File: src/rtl/cdram_host_pkg.sv
package cdram_host_pkg;

    // ********************************************************
    // Pin and cycle constants
    // ********************************************************
    localparam int ROW_BITS          = 11;
    localparam int COL_BITS          = 9;
    localparam int DATA_BITS         = 32;
    localparam int CLK_PERIOD_PS     = 4000;
    // Least row strobe low time and precharge time
    localparam int ROW_LOW_NS        = 30;
    localparam int PRECHARGE_NS      = 20;
    localparam int ROW_LOW_CYC       = (ROW_LOW_NS * 1000 + CLK_PERIOD_PS - 1)
                                       / CLK_PERIOD_PS;
    localparam int PRECHARGE_CYC     = (PRECHARGE_NS * 1000 + CLK_PERIOD_PS - 1)
                                       / CLK_PERIOD_PS;
    // Refresh: 1024 cycles every 64 ms
    localparam int REFRESH_ROWS      = 1024;
    localparam int REFRESH_PERIOD_US = 64000;
    // Cycles per microsecond first, keeps the product inside 32 bits
    localparam int REFRESH_GAP_CYC   = REFRESH_PERIOD_US
                                       * (1000000 / CLK_PERIOD_PS)
                                       / REFRESH_ROWS;

    // Request commands
    localparam logic [1:0] CMD_READ    = 2'h0;
    localparam logic [1:0] CMD_WRITE   = 2'h1;
    localparam logic [1:0] CMD_SELFREF = 2'h2;

endpackage : cdram_host_pkg

File: src/rtl/cdram_host.sv
`timescale 1ns/1ps
// Operation
// - Read: row strobe falls, select low, we_r low
// - Read hit allows early row strobe rise; the host never rises early and always waits out LOW_CNT
// - Write: write_not_read, refresh high, latches high
// - Column latch then write strobe low
// - Drive bank selects separately, never tied
// - No row strobe on deselected bank; refresh and self refresh strobe with both selects high
// - Self refresh entry pin pattern
// - Refresh request: 1024 per 64ms
module cdram_host #(
    parameter int REFRESH_GAP = cdram_host_pkg::REFRESH_GAP_CYC
) (
    input  wire logic                    clk_in,          // Clock
    input  wire logic                    reset_n_in,      // Async reset
    input  wire logic                    req_valid_in,    // Request
    output logic                         req_ready_out,   // Request taken
    input  wire logic [1:0]              req_cmd_in,      // Command
    input  wire logic                    req_bank_in,     // Bank
    input  wire logic [10:0]             req_row_in,      // Row
    input  wire logic [8:0]              req_col_in,      // Column
    input  wire logic [31:0]             req_wdata_in,    // Write data
    output logic                         rsp_valid_out,   // Read data pulse
    output logic [31:0]                  rsp_rdata_out,   // Read data
    output logic [1:0]                   row_strobe_n_out,// Per bank
    output logic [1:0]                   bank_sel_n_out,  // Per bank
    output logic                         write_not_read_out, // W/R
    output logic                         refresh_n_out,   // Refresh req
    output logic                         col_latch_n_out, // Column latch
    output logic                         write_n_out,     // Write strobe
    output logic                         gate_n_out,      // Output gate
    output logic [10:0]                  mux_address_out, // Address
    input  wire logic [31:0]             dq_in,           // Data in
    output logic [31:0]                  dq_out,          // Data out
    output logic                         dq_oe_out        // Data enable
);

    // ********************************************************
    // Parameter check
    // ********************************************************
    if (REFRESH_GAP < 2 * (cdram_host_pkg::ROW_LOW_CYC
                         + cdram_host_pkg::PRECHARGE_CYC + 4))
        $error("REFRESH_GAP too small");

    localparam logic [7:0] LOW_CNT = 8'(cdram_host_pkg::ROW_LOW_CYC);
    localparam logic [7:0] PRE_CNT = 8'(cdram_host_pkg::PRECHARGE_CYC);

    typedef enum logic [3:0] {
        ST_IDLE, ST_SETUP, ST_ROW, ST_COL, ST_DATA, ST_WSTRB,
        ST_RISE, ST_PRE, ST_SELF
    } state_e;

    state_e        state_r;
    logic  [7:0]   cnt_r;
    logic  [31:0]  ref_cnt_r;
    logic          ref_due_r;
    logic          is_ref_r;
    logic  [1:0]   cmd_r;
    logic          bank_r;
    logic  [10:0]  row_r;
    logic  [8:0]   col_r;
    logic  [31:0]  wdata_r;

    function automatic logic [1:0] bank_onehot_n(input logic b);
        bank_onehot_n = b ? 2'h1 : 2'h2;
    endfunction : bank_onehot_n

    assign req_ready_out = (state_r == ST_IDLE) && !ref_due_r;

    // ********************************************************
    // Refresh scheduler
    // ********************************************************
    always_ff @(posedge clk_in or negedge reset_n_in)
    begin
        if (!reset_n_in)
        begin
            ref_cnt_r <= 32'h0;
            ref_due_r <= 1'b0;
        end
        else
        begin
            if (ref_cnt_r >= 32'(REFRESH_GAP - 1))
                ref_cnt_r <= 32'h0;
            else
                ref_cnt_r <= ref_cnt_r + 32'h1;
            // Set wins over clear
            if (ref_cnt_r >= 32'(REFRESH_GAP - 1))
                ref_due_r <= 1'b1;
            else if (state_r == ST_IDLE && ref_due_r)
                ref_due_r <= 1'b0;
        end
    end

    // ********************************************************
    // Cycle sequencer
    // ********************************************************
    always_ff @(posedge clk_in or negedge reset_n_in)
    begin
        if (!reset_n_in)
        begin
            state_r  <= ST_IDLE;
            cnt_r    <= 8'h0;
            is_ref_r <= 1'b0;
            cmd_r    <= 2'h0;
            bank_r   <= 1'b0;
            row_r    <= 11'h0;
            col_r    <= 9'h0;
            wdata_r  <= 32'h0;
        end
        else
        begin
            cnt_r <= (cnt_r != 8'h0) ? cnt_r - 8'h1 : 8'h0;
            unique case (state_r)
                ST_IDLE:
                begin
                    if (ref_due_r)
                    begin
                        is_ref_r <= 1'b1;
                        state_r  <= ST_SETUP;
                    end
                    else if (req_valid_in)
                    begin
                        is_ref_r <= 1'b0;
                        cmd_r    <= req_cmd_in;
                        bank_r   <= req_bank_in;
                        row_r    <= req_row_in;
                        col_r    <= req_col_in;
                        wdata_r  <= req_wdata_in;
                        state_r  <= ST_SETUP;
                    end
                end
                ST_SETUP:
                begin
                    cnt_r   <= LOW_CNT;
                    state_r <= is_ref_r ? ST_RISE :
                               (cmd_r == cdram_host_pkg::CMD_SELFREF)
                               ? ST_SELF : ST_ROW;
                end
                ST_ROW:
                    state_r <= ST_COL;
                ST_COL:
                    state_r <= (cmd_r == cdram_host_pkg::CMD_WRITE)
                               ? ST_WSTRB : ST_DATA;
                ST_DATA:
                    state_r <= ST_RISE;
                ST_WSTRB:
                    state_r <= ST_RISE;
                ST_RISE:
                begin
                    if (cnt_r == 8'h0)
                    begin
                        cnt_r   <= PRE_CNT;
                        state_r <= ST_PRE;
                    end
                end
                ST_SELF:
                begin
                    if (req_valid_in && cnt_r == 8'h0)
                    begin
                        cnt_r   <= PRE_CNT;
                        state_r <= ST_PRE;
                    end
                end
                ST_PRE:
                    if (cnt_r == 8'h0)
                        state_r <= ST_IDLE;
                default:
                    state_r <= ST_IDLE;
            endcase
        end
    end

    // ********************************************************
    // Pin drivers
    // ********************************************************
    always_ff @(posedge clk_in or negedge reset_n_in)
    begin
        if (!reset_n_in)
        begin
            row_strobe_n_out   <= 2'h3;
            bank_sel_n_out     <= 2'h3;
            write_not_read_out <= 1'b0;
            refresh_n_out      <= 1'b1;
            col_latch_n_out    <= 1'b1;
            write_n_out        <= 1'b1;
            gate_n_out         <= 1'b1;
            mux_address_out    <= 11'h0;
            dq_out             <= 32'h0;
            dq_oe_out          <= 1'b0;
        end
        else
        begin
            col_latch_n_out <= 1'b1;
            write_n_out     <= 1'b1;
            gate_n_out      <= 1'b1;
            dq_oe_out       <= 1'b0;
            unique case (state_r)
                ST_IDLE:
                begin
                    row_strobe_n_out <= 2'h3;
                    bank_sel_n_out   <= 2'h3;
                end
                ST_SETUP:
                begin
                    refresh_n_out      <= !is_ref_r;
                    // Select ahead of strobe, one bank only
                    bank_sel_n_out     <= is_ref_r ? 2'h3 :
                        (cmd_r == cdram_host_pkg::CMD_SELFREF) ? 2'h3 :
                        bank_onehot_n(bank_r);
                    write_not_read_out <= (cmd_r != cdram_host_pkg::CMD_READ)
                                          && !is_ref_r;
                    col_latch_n_out    <= !(cmd_r == cdram_host_pkg::CMD_SELFREF
                                            && !is_ref_r);
                    mux_address_out    <= row_r;
                end
                ST_ROW:
                begin
                    // Falls only on selected bank
                    row_strobe_n_out <= bank_onehot_n(bank_r);
                end
                ST_COL:
                begin
                    mux_address_out <= {2'h0, col_r};
                    col_latch_n_out <= 1'b0;
                    dq_out          <= wdata_r;
                    dq_oe_out       <= (cmd_r == cdram_host_pkg::CMD_WRITE);
                    gate_n_out      <= (cmd_r == cdram_host_pkg::CMD_WRITE);
                end
                ST_WSTRB:
                begin
                    // Column latch stays low, write needs both low
                    col_latch_n_out <= 1'b0;
                    dq_oe_out       <= 1'b1;
                    write_n_out     <= 1'b0;
                end
                ST_DATA:
                    gate_n_out <= 1'b0;
                ST_RISE:
                begin
                    // Refresh strobes both banks, select off
                    if (is_ref_r)
                        row_strobe_n_out <= 2'h0;
                    else if (cmd_r == cdram_host_pkg::CMD_SELFREF)
                        row_strobe_n_out <= bank_onehot_n(bank_r);
                end
                ST_SELF:
                begin
                    // Column latch held low through the strobe fall
                    col_latch_n_out  <= 1'b0;
                    row_strobe_n_out <= bank_onehot_n(bank_r);
                end
                ST_PRE:
                begin
                    // Deselect with the strobe rise, idle is standby
                    row_strobe_n_out <= 2'h3;
                    bank_sel_n_out   <= 2'h3;
                    refresh_n_out    <= 1'b1;
                end
                default:
                    row_strobe_n_out <= 2'h3;
            endcase
        end
    end

    // ********************************************************
    // Read data capture
    // ********************************************************
    always_ff @(posedge clk_in or negedge reset_n_in)
    begin
        if (!reset_n_in)
        begin
            rsp_valid_out <= 1'b0;
            rsp_rdata_out <= 32'h0;
        end
        else
        begin
            rsp_valid_out <= (state_r == ST_RISE) && !is_ref_r
                             && (cmd_r == cdram_host_pkg::CMD_READ)
                             && (cnt_r == LOW_CNT - 8'h3);
            if ((state_r == ST_RISE) && (cnt_r == LOW_CNT - 8'h3))
                rsp_rdata_out <= dq_in;
        end
    end

endmodule : cdram_host

File: config.mk
export PLATFORM = sky130hd
export DESIGN_NAME = cdram_host
export DESIGN_NICKNAME = d
export VERILOG_FILES = /design/src/rtl/cdram_host_pkg.sv /design/src/rtl/cdram_host.sv
export SDC_FILE = /design/constraint.sdc
export NUM_CORES = 1
export LEC_CHECK = 0
export BUFFER_PORTS_ARGS = -buffer_cell sky130_fd_sc_hd__clkbuf_2
export CAP_MARGIN = 15
export CORE_MARGIN = 4
export CORE_UTILIZATION = 39
export CTS_BUF_LIST = sky130_fd_sc_hd__clkbuf_16
export CTS_CLUSTER_SIZE = 14
export DETAILED_ROUTE_END_ITERATION = 8
export SYNTH_ARGS = -nofsm -noshare
export SYNTH_HDL_FRONTEND = slang
export SYNTH_SLANG_ARGS = --single-unit
File: constraint.sdc
create_clock -name clk_in -period 2.4 [get_ports clk_in]
set_clock_uncertainty 0.1 [all_clocks]
set_input_delay 0.48 -clock clk_in [delete_from_list [all_inputs] [get_ports clk_in]]
set_output_delay 0.48 -clock clk_in [all_outputs]
set_load 0.01 [all_outputs]
== Word level (Yosys, flattened, before mapping) ==
Cells that the tools add are included.

* Output and inout port bits: 87
* Bits in registers: 187
* Word-level logic and storage cells: 105

* Equal/unequal tests: 16
* Reductions and logical operators: 31
* Order comparisons: 1
* Add/subtract/negate cells: 2
* Muxes and demuxes: 31
* Bitwise operators: 2

{| class="wikitable"
|+ Operators by type and width
! kind !! count
|-
| $add 32x1->32 const B || 1
|-
| $ge 32x14->1 const B || 1
|-
| $mux 32 || 1
|-
| $pmux 4 s8 || 1
|-
| $mux 4 || 7
|-
| $mux 8 || 3
|-
| $pmux 8 s3 || 1
|-
| $pmux 11 s2 || 1
|-
| $eq 4x3->1 const B || 4
|-
| $reduce_bool 2->1 || 6
|-
| $mux 2 || 5
|-
| $logic_and 1x1->1 || 9
|-
| $eq 4x2->1 const B || 2
|-
| $eq 8x3->1 const B || 1
|-
| $logic_not 8->1 || 1
|-
| $pmux 1 s2 || 4
|-
| $reduce_bool 8->1 || 1
|-
| $sub 8x1->8 const B || 1
|-
| $mux 1 || 6
|-
| $ne 2x2->1 const B || 3
|-
| $ne 3x3->1 const B || 2
|-
| $pmux 2 s3 || 1
|-
| $reduce_or 2->1 || 3
|-
| $eq 4x1->1 const B || 1
|-
| other kinds (13) || 17
|}

== Logic depth before layout (Yosys ltp) ==
Gate-level depths: netlist (run 1).

* Depth in word-level cells: 4
* Mapped depth: 7
* Gate-level depth less buffers: 5

== Least setup slack after synthesis (run 1) ==
OpenSTA, ideal clock, no wires.

* Path kind: reg2reg
* Start point: reg state_r[3]
* End point: reg rsp_rdata_out[10]
* Period minus slack after synthesis: 2047 ps
* Cell stages (with the launch flop): 7
* Arrival time: 1822 ps
* Slack: 353 ps
* Setup time: 125 ps
* Cell sequence: dfrtp_1 -> buf_2 -> and2b_2 -> nand2_1 -> nor4_4 -> buf_6 -> mux2_2

* Longest elaborated chain between the ends: 2

{| class="wikitable"
|+ RTL lines
! what !! RTL line !! text
|-
| start, declared || cdram_host.sv:53 || <nowiki>state_e state_r;</nowiki>
|-
| start signal, assigned || cdram_host.sv:135 || <nowiki>state_r <= is_ref_r ? ST_RISE :</nowiki>
|-
| start signal, assigned || cdram_host.sv:142 || <nowiki>state_r <= (cmd_r == cdram_host_pkg::CMD_WRITE)</nowiki>
|-
| $eq 4x3->1 || cdram_host.sv:280 || <nowiki>if ((state_r == ST_RISE) && (cnt_r == LOW_CNT - 8'h3))</nowiki>
|-
| $logic_and 1x1->1 || cdram_host.sv:280 ||
|-
| end signal, assigned || cdram_host.sv:281 || <nowiki>rsp_rdata_out <= dq_in;</nowiki>
|-
| end, declared || cdram_host.sv:24 || <nowiki>output logic [31:0] rsp_rdata_out,</nowiki>
|}

Every way passes these cells.
A chain may end at the register's enable or synchronous reset.

== Final worst setup path (run 1) ==
* Start point: reg state_r[0]
* End point: out req_ready_out

* Longest elaborated chain between the ends: 2

{| class="wikitable"
|+ RTL lines
! what !! RTL line !! text
|-
| $logic_not 4->1 || cdram_host.sv:68 || <nowiki>assign req_ready_out = (state_r == ST_IDLE) && !ref_due_r;</nowiki>
|-
| $logic_and 1x1->1 || cdram_host.sv:68 ||
|-
| end, declared || cdram_host.sv:17 || <nowiki>output logic req_ready_out,</nowiki>
|}

Every way passes these cells.

==> metrics.md, run 1 <==
| Metric | Value |
|---|---|
| Multi-input logic area | roughly 0.0028 mm2 |
| Cell internal pwr | 4783 uW |
| Total of warnings raised by yosys | 0 |
| Die area | between 0.02 and 0.025 mm2 |
| Startpoint types | flip-flop |
| Routed WL | ~16 mm |
| Final-layout fill cell count | about 1700 |
| CTS sink cnt | between 150 and 200 |
| Layout area overhead | 24.60% |
| Final GP Congestion | around 0.85 |
| Fin util | 50.14% |
| Seq pwr share | between 50% and 60% |
| Post-synthesis sequential area ratio | 61.27% |
| Switching Fraction | 23.38% |
| Final period utilization | between 90% and 100% |
| Clock Power Share | between 40 and 50% |
| Vias per inst | between 4 and 5 |
| Top_reg_cell synth | dfrtp_1 |
| Die Height | between 100 and 150 um |
| Max-slew headroom | approximately three fifths |
| Critical Path RT | roughly 1800 ps |
| Chip width | approximately 150 um |
| Worst Path Class, Setup | flip-flop to output port |
| Initial core utilization | 40.24% |
| Clk_lat worst skew | approximately 420 ps |
| Port Buffers | 176 |
| Hold Path Class | input pin to flip-flop |
| Status | complete, no violations |
| DR pass1 iterations | 4 |
| Number of global-route vias before repair | 5414 |
| First-pass GRT wire length | 27.04 mm |
| Inserted Diodes | 0 |
| Comb pwr share | 3.5% |
| CORE AREA | between 0.015 and 0.02 mm2 |
| WL/cell | 15.70 um |
| H-tree levels | 4 |
| Post-route DRC | 0 |
| Antenna violations before repair | 0 |
| CP Data Arrival Time | approximately 1700 ps |
| Maximum root-to-sink buffer count | 2 |
| Final hold slack | around 180 ps |
| Detailed router's first-iteration violation count | about 200 |
| RSZ-0062 raised after global routing | false |
| Post-detail-place hpwl | between 10 and 15 mm |
| Layout cell share with drive strength beyond 1 | 48.63% |
| Syn Inst Count | 553 |
| Via count | 5040 |
| Max-cap violation count | 0 |
| Sw Pwr | 1459 uW |
| LEAKAGE | about 0.0048 uW |
| Mapped Area | between 0.007 and 0.008 mm2 |
| Crit. End Element | output port |
| Worst-Margin Slew | just over 600 ps |
| DP Worst Slack | 269.6 ps |
| Final hold vios | 0 |
| CP max FO | 6 |
| Final WS setup | approximately 100 ps |
| CTS Root Cell | clkbuf_16 |
| Ys async rst share | 100.0% |
| Tmin final | approximately 2300 ps |
| Distinct cells, synth | between 50 and 60 |
| Fmax | between 0.4 and 0.5 GHz |
| CTS tree | done |
| GRT Overall Usage | between 10% and 20% |
| # IOs | approximately 180 |
| CTS Buf Count | 17 |
| Pwr Density | between 600 and 700 mW/mm2 |
| Seq. cell area | around 0.0047 mm2 |
| Grt ovf | 0 |
| # rows | 50 |
| EDFF count, synth | 0 |
| Fin nets | around 850 |
| Fin. max-slew vios | 0 |
| CTS clk-pin slew, worst paths | approximately 80 ps |
| Setup_tns | 0 ps |
| Final Setup Violations | 0 |
| Largest net degree at the start of global routing | 61 |
| Synth Register Bits | approximately 190 |
| VDD IR max | 0.0005356 V |
| ANT nets after route | 0 |
| Syn Area/Cell | around 14 um2 |
[per-layer routing]
layer	track usage, %	part of all wire, %	vias up
met5	0	0	-
met4	5.266	2.3	0
met3	6.429	8.5	25
met2	25.07	49	161
met1	18.39	40	2501
li1	-	-	2353
[placed cells by master, fill, tap and decap left out, types with 3 or more instances in the layout]
master,instances
a211o_1,3
a21o_1,3
a21oi_1,11
a22o_1,3
a22oi_1,10
buf_12,5
buf_4,11
clkbuf_16,17
clkbuf_2,175
clkinv_8,3
conb_1,18
dfrtp_1,178
dfstp_2,8
ha_1,5
inv_1,9
inv_6,4
inv_8,3
mux2_2,119
nand2_1,39
nand2b_1,5
nand3_1,7
nand4_1,3
nor2_1,17
nor2b_1,5
nor3_1,7
nor3_2,9
nor4_1,5
o21ai_0,9
o22ai_1,3
o31ai_1,4
or4_1,7
xnor2_1,7
xor2_1,8
[power groups by stage]
stage          combinational, uW  clock, uW  sequential (uW)
2_1_floorplan               28.8          0             3280
3_3_place_gp                 213          0             3270
3_5_place_dp                 222          0             3270
4_1_cts                      224       2910             3210
5_1_grt                      246       3030             3210
6_report                     216       2820             3210
[final cells by class]
| class | count | share of cell area [%] |
|---|---|---|
| inverters | 9 | 0.3542 |
| multi-input cells | 346 | 29.41 |
| clock buffers | 17 | 4.461 |
| well taps | 260 | 3.411 |
| clock inverters | 15 | 1.850 |
| repair buffers | 193 | 11.32 |
| flip-flops and latches | 187 | 49.19 |
[sequential cells by signal (all words and copies together) (netlist names), 2 cells and up]
register,flops
mux_address_out,11
ref_cnt_r,32
col_r,9
cnt_r,8
rsp_rdata_out,32
dq_out,32
bank_sel_n_out,2
cmd_r,2
row_r,11
row_strobe_n_out,2
state_r,4
wdata_r,32
[worst max-delay path, cell delays in order, from the launching register on]
cell      delay (ps)
dfrtp_1          430
or4_4            570
nor2_4           130
clkbuf_2         170
[stage by stage]
| step | total power (uW) | std cells | instance area, um2 |
|---|---|---|---|
| after global placement | 3483 | 993 | 8916 |
| after CTS | 6348 | 1027 | 9537 |
| final | 6242 | 1027 | 9537 |
| after floorplan | 3312 | 570 | 7717 |
| after detailed placement | 3494 | 993 | 8916 |
| after global routing | 6493 | 1027 | 9537 |
[repair_timing]
item / in CTS / in global routing
gates resized for setup: 1 / 0
setup endpoints to repair: 1 / 0
buffers inserted: 1 / 0
hold buffers: 1 / 0
endpoints found under the hold margin: 43 / 0
[cell families (layout without fill, tap and decap cells)]
family	after synthesis	after routing	synth area share [%]
flip-flops	187	187	61.27
AND/OR/NAND/NOR	129	129	10.10
multiplexers	121	121	17.77
AO/OA/AOI/OAI	58	58	5.280
buffers and inverters	37	234	2.992
XOR/XNOR	15	15	1.717
adder cells (fa/ha/maj)	5	5	0.8174
other	1	18	0.04900
[synth_stat cells (4+ instances only)]
cell type	count	area, um2
a21oi_1	11	55.05
a22oi_1	10	75.07
buf_2	5	25.02
buf_6	9	101.4
clkbuf_1	12	45.04
dfrtp_1	179	4479
dfstp_2	8	210.2
ha_1	5	62.56
inv_1	9	33.78
mux2_2	119	1340
nand2_1	39	146.4
nand2b_1	5	31.28
nand3_1	7	35.03
nor2_1	17	63.81
nor2b_1	5	31.28
nor3_1	8	40.04
nor3_2	8	80.08
nor4_1	5	31.28
o21ai_0	9	45.04
o31ai_1	4	30.03
or4_1	7	52.55
xnor2_1	7	61.31
xor2_1	8	70.07
[worst paths after layout]
kind	from	endpoint	slack [ps]	cells after the start
min	req_wdata_in[22]	wdata_r[22]$_DFFE_PN0P_	180	2
max	state_r[0]$_DFFE_PN0P_	req_ready_out	100	3
min in group asynchronous	reset_n_in	mux_address_out[5]$_DFFE_PN0P_	450	2
max reg2reg	cnt_r[4]$_DFF_PN0_	rsp_rdata_out[17]$_DFFE_PN0P_	290	5
max in group asynchronous	reset_n_in	gate_n_out$_DFF_PN1_	1010	3
min reg2reg	col_r[4]$_DFFE_PN0P_	mux_address_out[4]$_DFFE_PN0P_	370	2
Note: power is estimated with default switching activity, not from simulation.
==> inputs of run 2 (changes only) <==
REMOVE_ABC_BUFFERS = 1   (was not set)
==> run 2 against run 1 <==
Net effect:
- via count up 0.26%
- total power grew 3.0%
- sequential cell count is the same
- sequential share of layout area down 0.19 points
- count of clock-buffer cells in the layout is the same
- setup slack lost 28 ps
- non-clock buffer count grew 1
- combinational power hardly changed
==> metrics.md, run 2 (synthesis results as in run 1) <==
| Metric | Value |
|---|---|
| Chip width | 148.1 um (unchanged) |
| DP Worst Slack | 209.4 ps (was 269.6 ps) |
| Clock Power Share | 46.7% (was 45.1%) |
| Final GP Congestion | 0.8416 (was 0.8541) |
| Fin nets | 850 (was 849) |
| LEAKAGE | 0.004778 uW (was 0.004756 uW) |
| DR pass1 iterations | 4 (unchanged) |
| Fmax | 0.4304 GHz (was 0.4357 GHz) |
| Max-cap violation count | 0 (unchanged) |
| Switching Fraction | 21.29% (was 23.38%) |
| Max-slew headroom | 58.53% (was 59.07%) |
| Detailed router's first-iteration violation count | 307 (was 196) |
| CTS tree | done (unchanged) |
| VDD IR max | 0.0005344 V (was 0.0005356 V) |
| Initial core utilization | 40.24% (unchanged) |
| Final hold vios | 0 (unchanged) |
| Worst-Margin Slew | 614.3 ps (was 613.9 ps) |
| Post-route DRC | 0 (unchanged) |
| Layout area overhead | 25.13% (was 24.60%) |
| Port Buffers | 176 (unchanged) |
| Layout cell share with drive strength beyond 1 | 48.63% (unchanged) |
| # rows | 50 (unchanged) |
| CTS sink cnt | 187 (unchanged) |
| Post-Layout Inst Area | 0.009577 mm2 (was 0.009537 mm2) |
| GRT Overall Usage | 15.56% (was 15.34%) |
| Grt ovf | 0 (unchanged) |
| Final WS setup | 76.80 ps (was 104.7 ps) |
| H-tree levels | 4 (unchanged) |
| Cell internal pwr | 5060 uW (was 4783 uW) |
| Vias per inst | 4.920 (was 4.907) |
| Final period utilization | 96.80% (was 95.64%) |
| Pwr Density | 671.3 mW/mm2 (was 654.5 mW/mm2) |
| Largest net degree at the start of global routing | 62 (was 61) |
| Hold Path Class | input pin to flip-flop (unchanged) |
| ANT nets after route | 0 (unchanged) |
| Sw Pwr | 1369 uW (was 1459 uW) |
| Maximum root-to-sink buffer count | 2 (unchanged) |
| Most common cell after layout, fill and taps aside | dfrtp_1 (unchanged) |
| Tmin final | 2323 ps (was 2295 ps) |
| CP max FO | 7 (was 6) |
| Critical Path RT | 1820 ps (about the same) |
| CORE AREA | 0.01902 mm2 (unchanged) |
| RSZ-0062 raised after global routing | false (unchanged) |
| Fin. max-slew vios | 0 (unchanged) |
| Die area | 0.02193 mm2 (unchanged) |
| WL/cell | 16.10 um (was 15.70 um) |
| CTS clk-pin slew, worst paths | 70 ps (was 80 ps) |
| Inserted Diodes | 0 (unchanged) |
| Area post-placement | 0.008924 mm2 (was 0.008916 mm2) |
| CP Data Arrival Time | 1740 ps (was 1720 ps) |
| Via count | 5053 (was 5040) |
| # IOs | 177 (unchanged) |
| Comb pwr share | 3.4% (was 3.5%) |
| Final-layout fill cell count | 1715 (was 1698) |
| Worst Path Class, Setup | flip-flop to output port (unchanged) |
| Critical Path Max Stage Delay | 570 ps (about the same) |
| CTS Root Cell | clkbuf_16 (unchanged) |
| Max stage delay cell, worst path | or4_4 (unchanged) |
| Die Height | 148.1 um (unchanged) |
| Startpoint types | flip-flop (unchanged) |
| Seq pwr share | 49.9% (was 51.4%) |
| Clk_lat worst skew | 420 ps (about the same) |
| CTS Buf Count | 17 (unchanged) |
| First-pass GRT wire length | 27.53 mm (was 27.04 mm) |
| Antenna violations before repair | 0 (unchanged) |
| Status | complete, no violations (unchanged) |
| Number of global-route vias before repair | 5375 (was 5414) |
| Post-detail-place hpwl | 11.74 mm (was 11.48 mm) |
| Crit. End Element | output port (unchanged) |
| Critical-path cell list | or4_4 > nor2_4 > clkbuf_2 (unchanged) |
| Routed WL | 16.54 mm (was 16.12 mm) |
| Final Setup Violations | 0 (unchanged) |
| Fin util | 50.36% (was 50.14%) |
| Most frequent cells in the layout | dfrtp_1, clkbuf_2, mux2_2 (unchanged) |
| Total Power | 6429 uW (was 6242 uW) |
-- run 2: stage by stage --
stage	setup TNS, ps	hold slack, ps	std cells
after floorplan	-23500	84.41	542
after global placement	0	343.5	994
after detailed placement	0	349.8	994
after CTS	0	163.3	1026
after global routing	0	164.0	1027
final	0	188.6	1027
-- run 2: power groups by stage --
stage | Clock (uW) | Sequential, uW | Combinational, uW
finish | 3000 | 3210 | 219
detailed placement | 0 | 3270 | 225
global placement | 0 | 3270 | 217
CTS | 3100 | 3210 | 228
floorplan | 0 | 3280 | 28.8
global route | 3240 | 3210 | 247
-- run 2: timing repair --
item,in CTS,in global routing
resized for setup,1,1
buffers inserted,0,1
endpoints found under the setup margin,1,1
hold buffers,1,0
pin swaps,0,0
hold endpoints to repair,50,0
-- run 2: path summary, 6_finish.rpt --
kind | startpoint | end | slack [ps] | cells past startpoint
min in group asynchronous | reset_n_in | dq_out[25]$_DFFE_PN0P_ | 490 | 2
setup / recovery | state_r[0]$_DFFE_PN0P_ | req_ready_out | 80 | 3
hold / removal | dq_in[26] | rsp_rdata_out[26]$_DFFE_PN0P_ | 190 | 2
setup reg to reg | ref_cnt_r[28]$_DFF_PN0_ | ref_cnt_r[12]$_DFF_PN0_ | 200 | 4
hold reg to reg | col_r[4]$_DFFE_PN0P_ | mux_address_out[4]$_DFFE_PN0P_ | 360 | 2
max in group asynchronous | reset_n_in | wdata_r[29]$_DFFE_PN0P_ | 890 | 3
-- run 2: worst max-delay path: cells and delay by family, from the launching register on --
family / cells / cell delay [ps]
flops: 1 / 450
simple gates: 2 / 710
buf+inv: 1 / 170
-- run 2: area by class of cell --
| type | count | area (um2) | area share [%] |
|---|---|---|---|
| multi-input cells | 346 | 2805 | 29.29 |
| clock buffers | 17 | 425.4 | 4.442 |
| repair buffers | 194 | 1087 | 11.35 |
| well taps | 260 | 325.3 | 3.397 |
| inverters | 9 | 33.78 | 0.3528 |
| flip-flops and latches | 187 | 4692 | 48.99 |
| clock inverters | 14 | 207.7 | 2.169 |
-- run 2: per-layer routing --
| layer | vias up | share of wire [%] | global-route usage [%] |
|---|---|---|---|
| met5 | - | 0 | 0 |
| met4 | 0 | 1.8 | 4.942 |
| met3 | 22 | 8.8 | 6.338 |
| met2 | 157 | 49 | 25.23 |
| met1 | 2524 | 40 | 19.10 |
| li1 | 2350 | - | - |
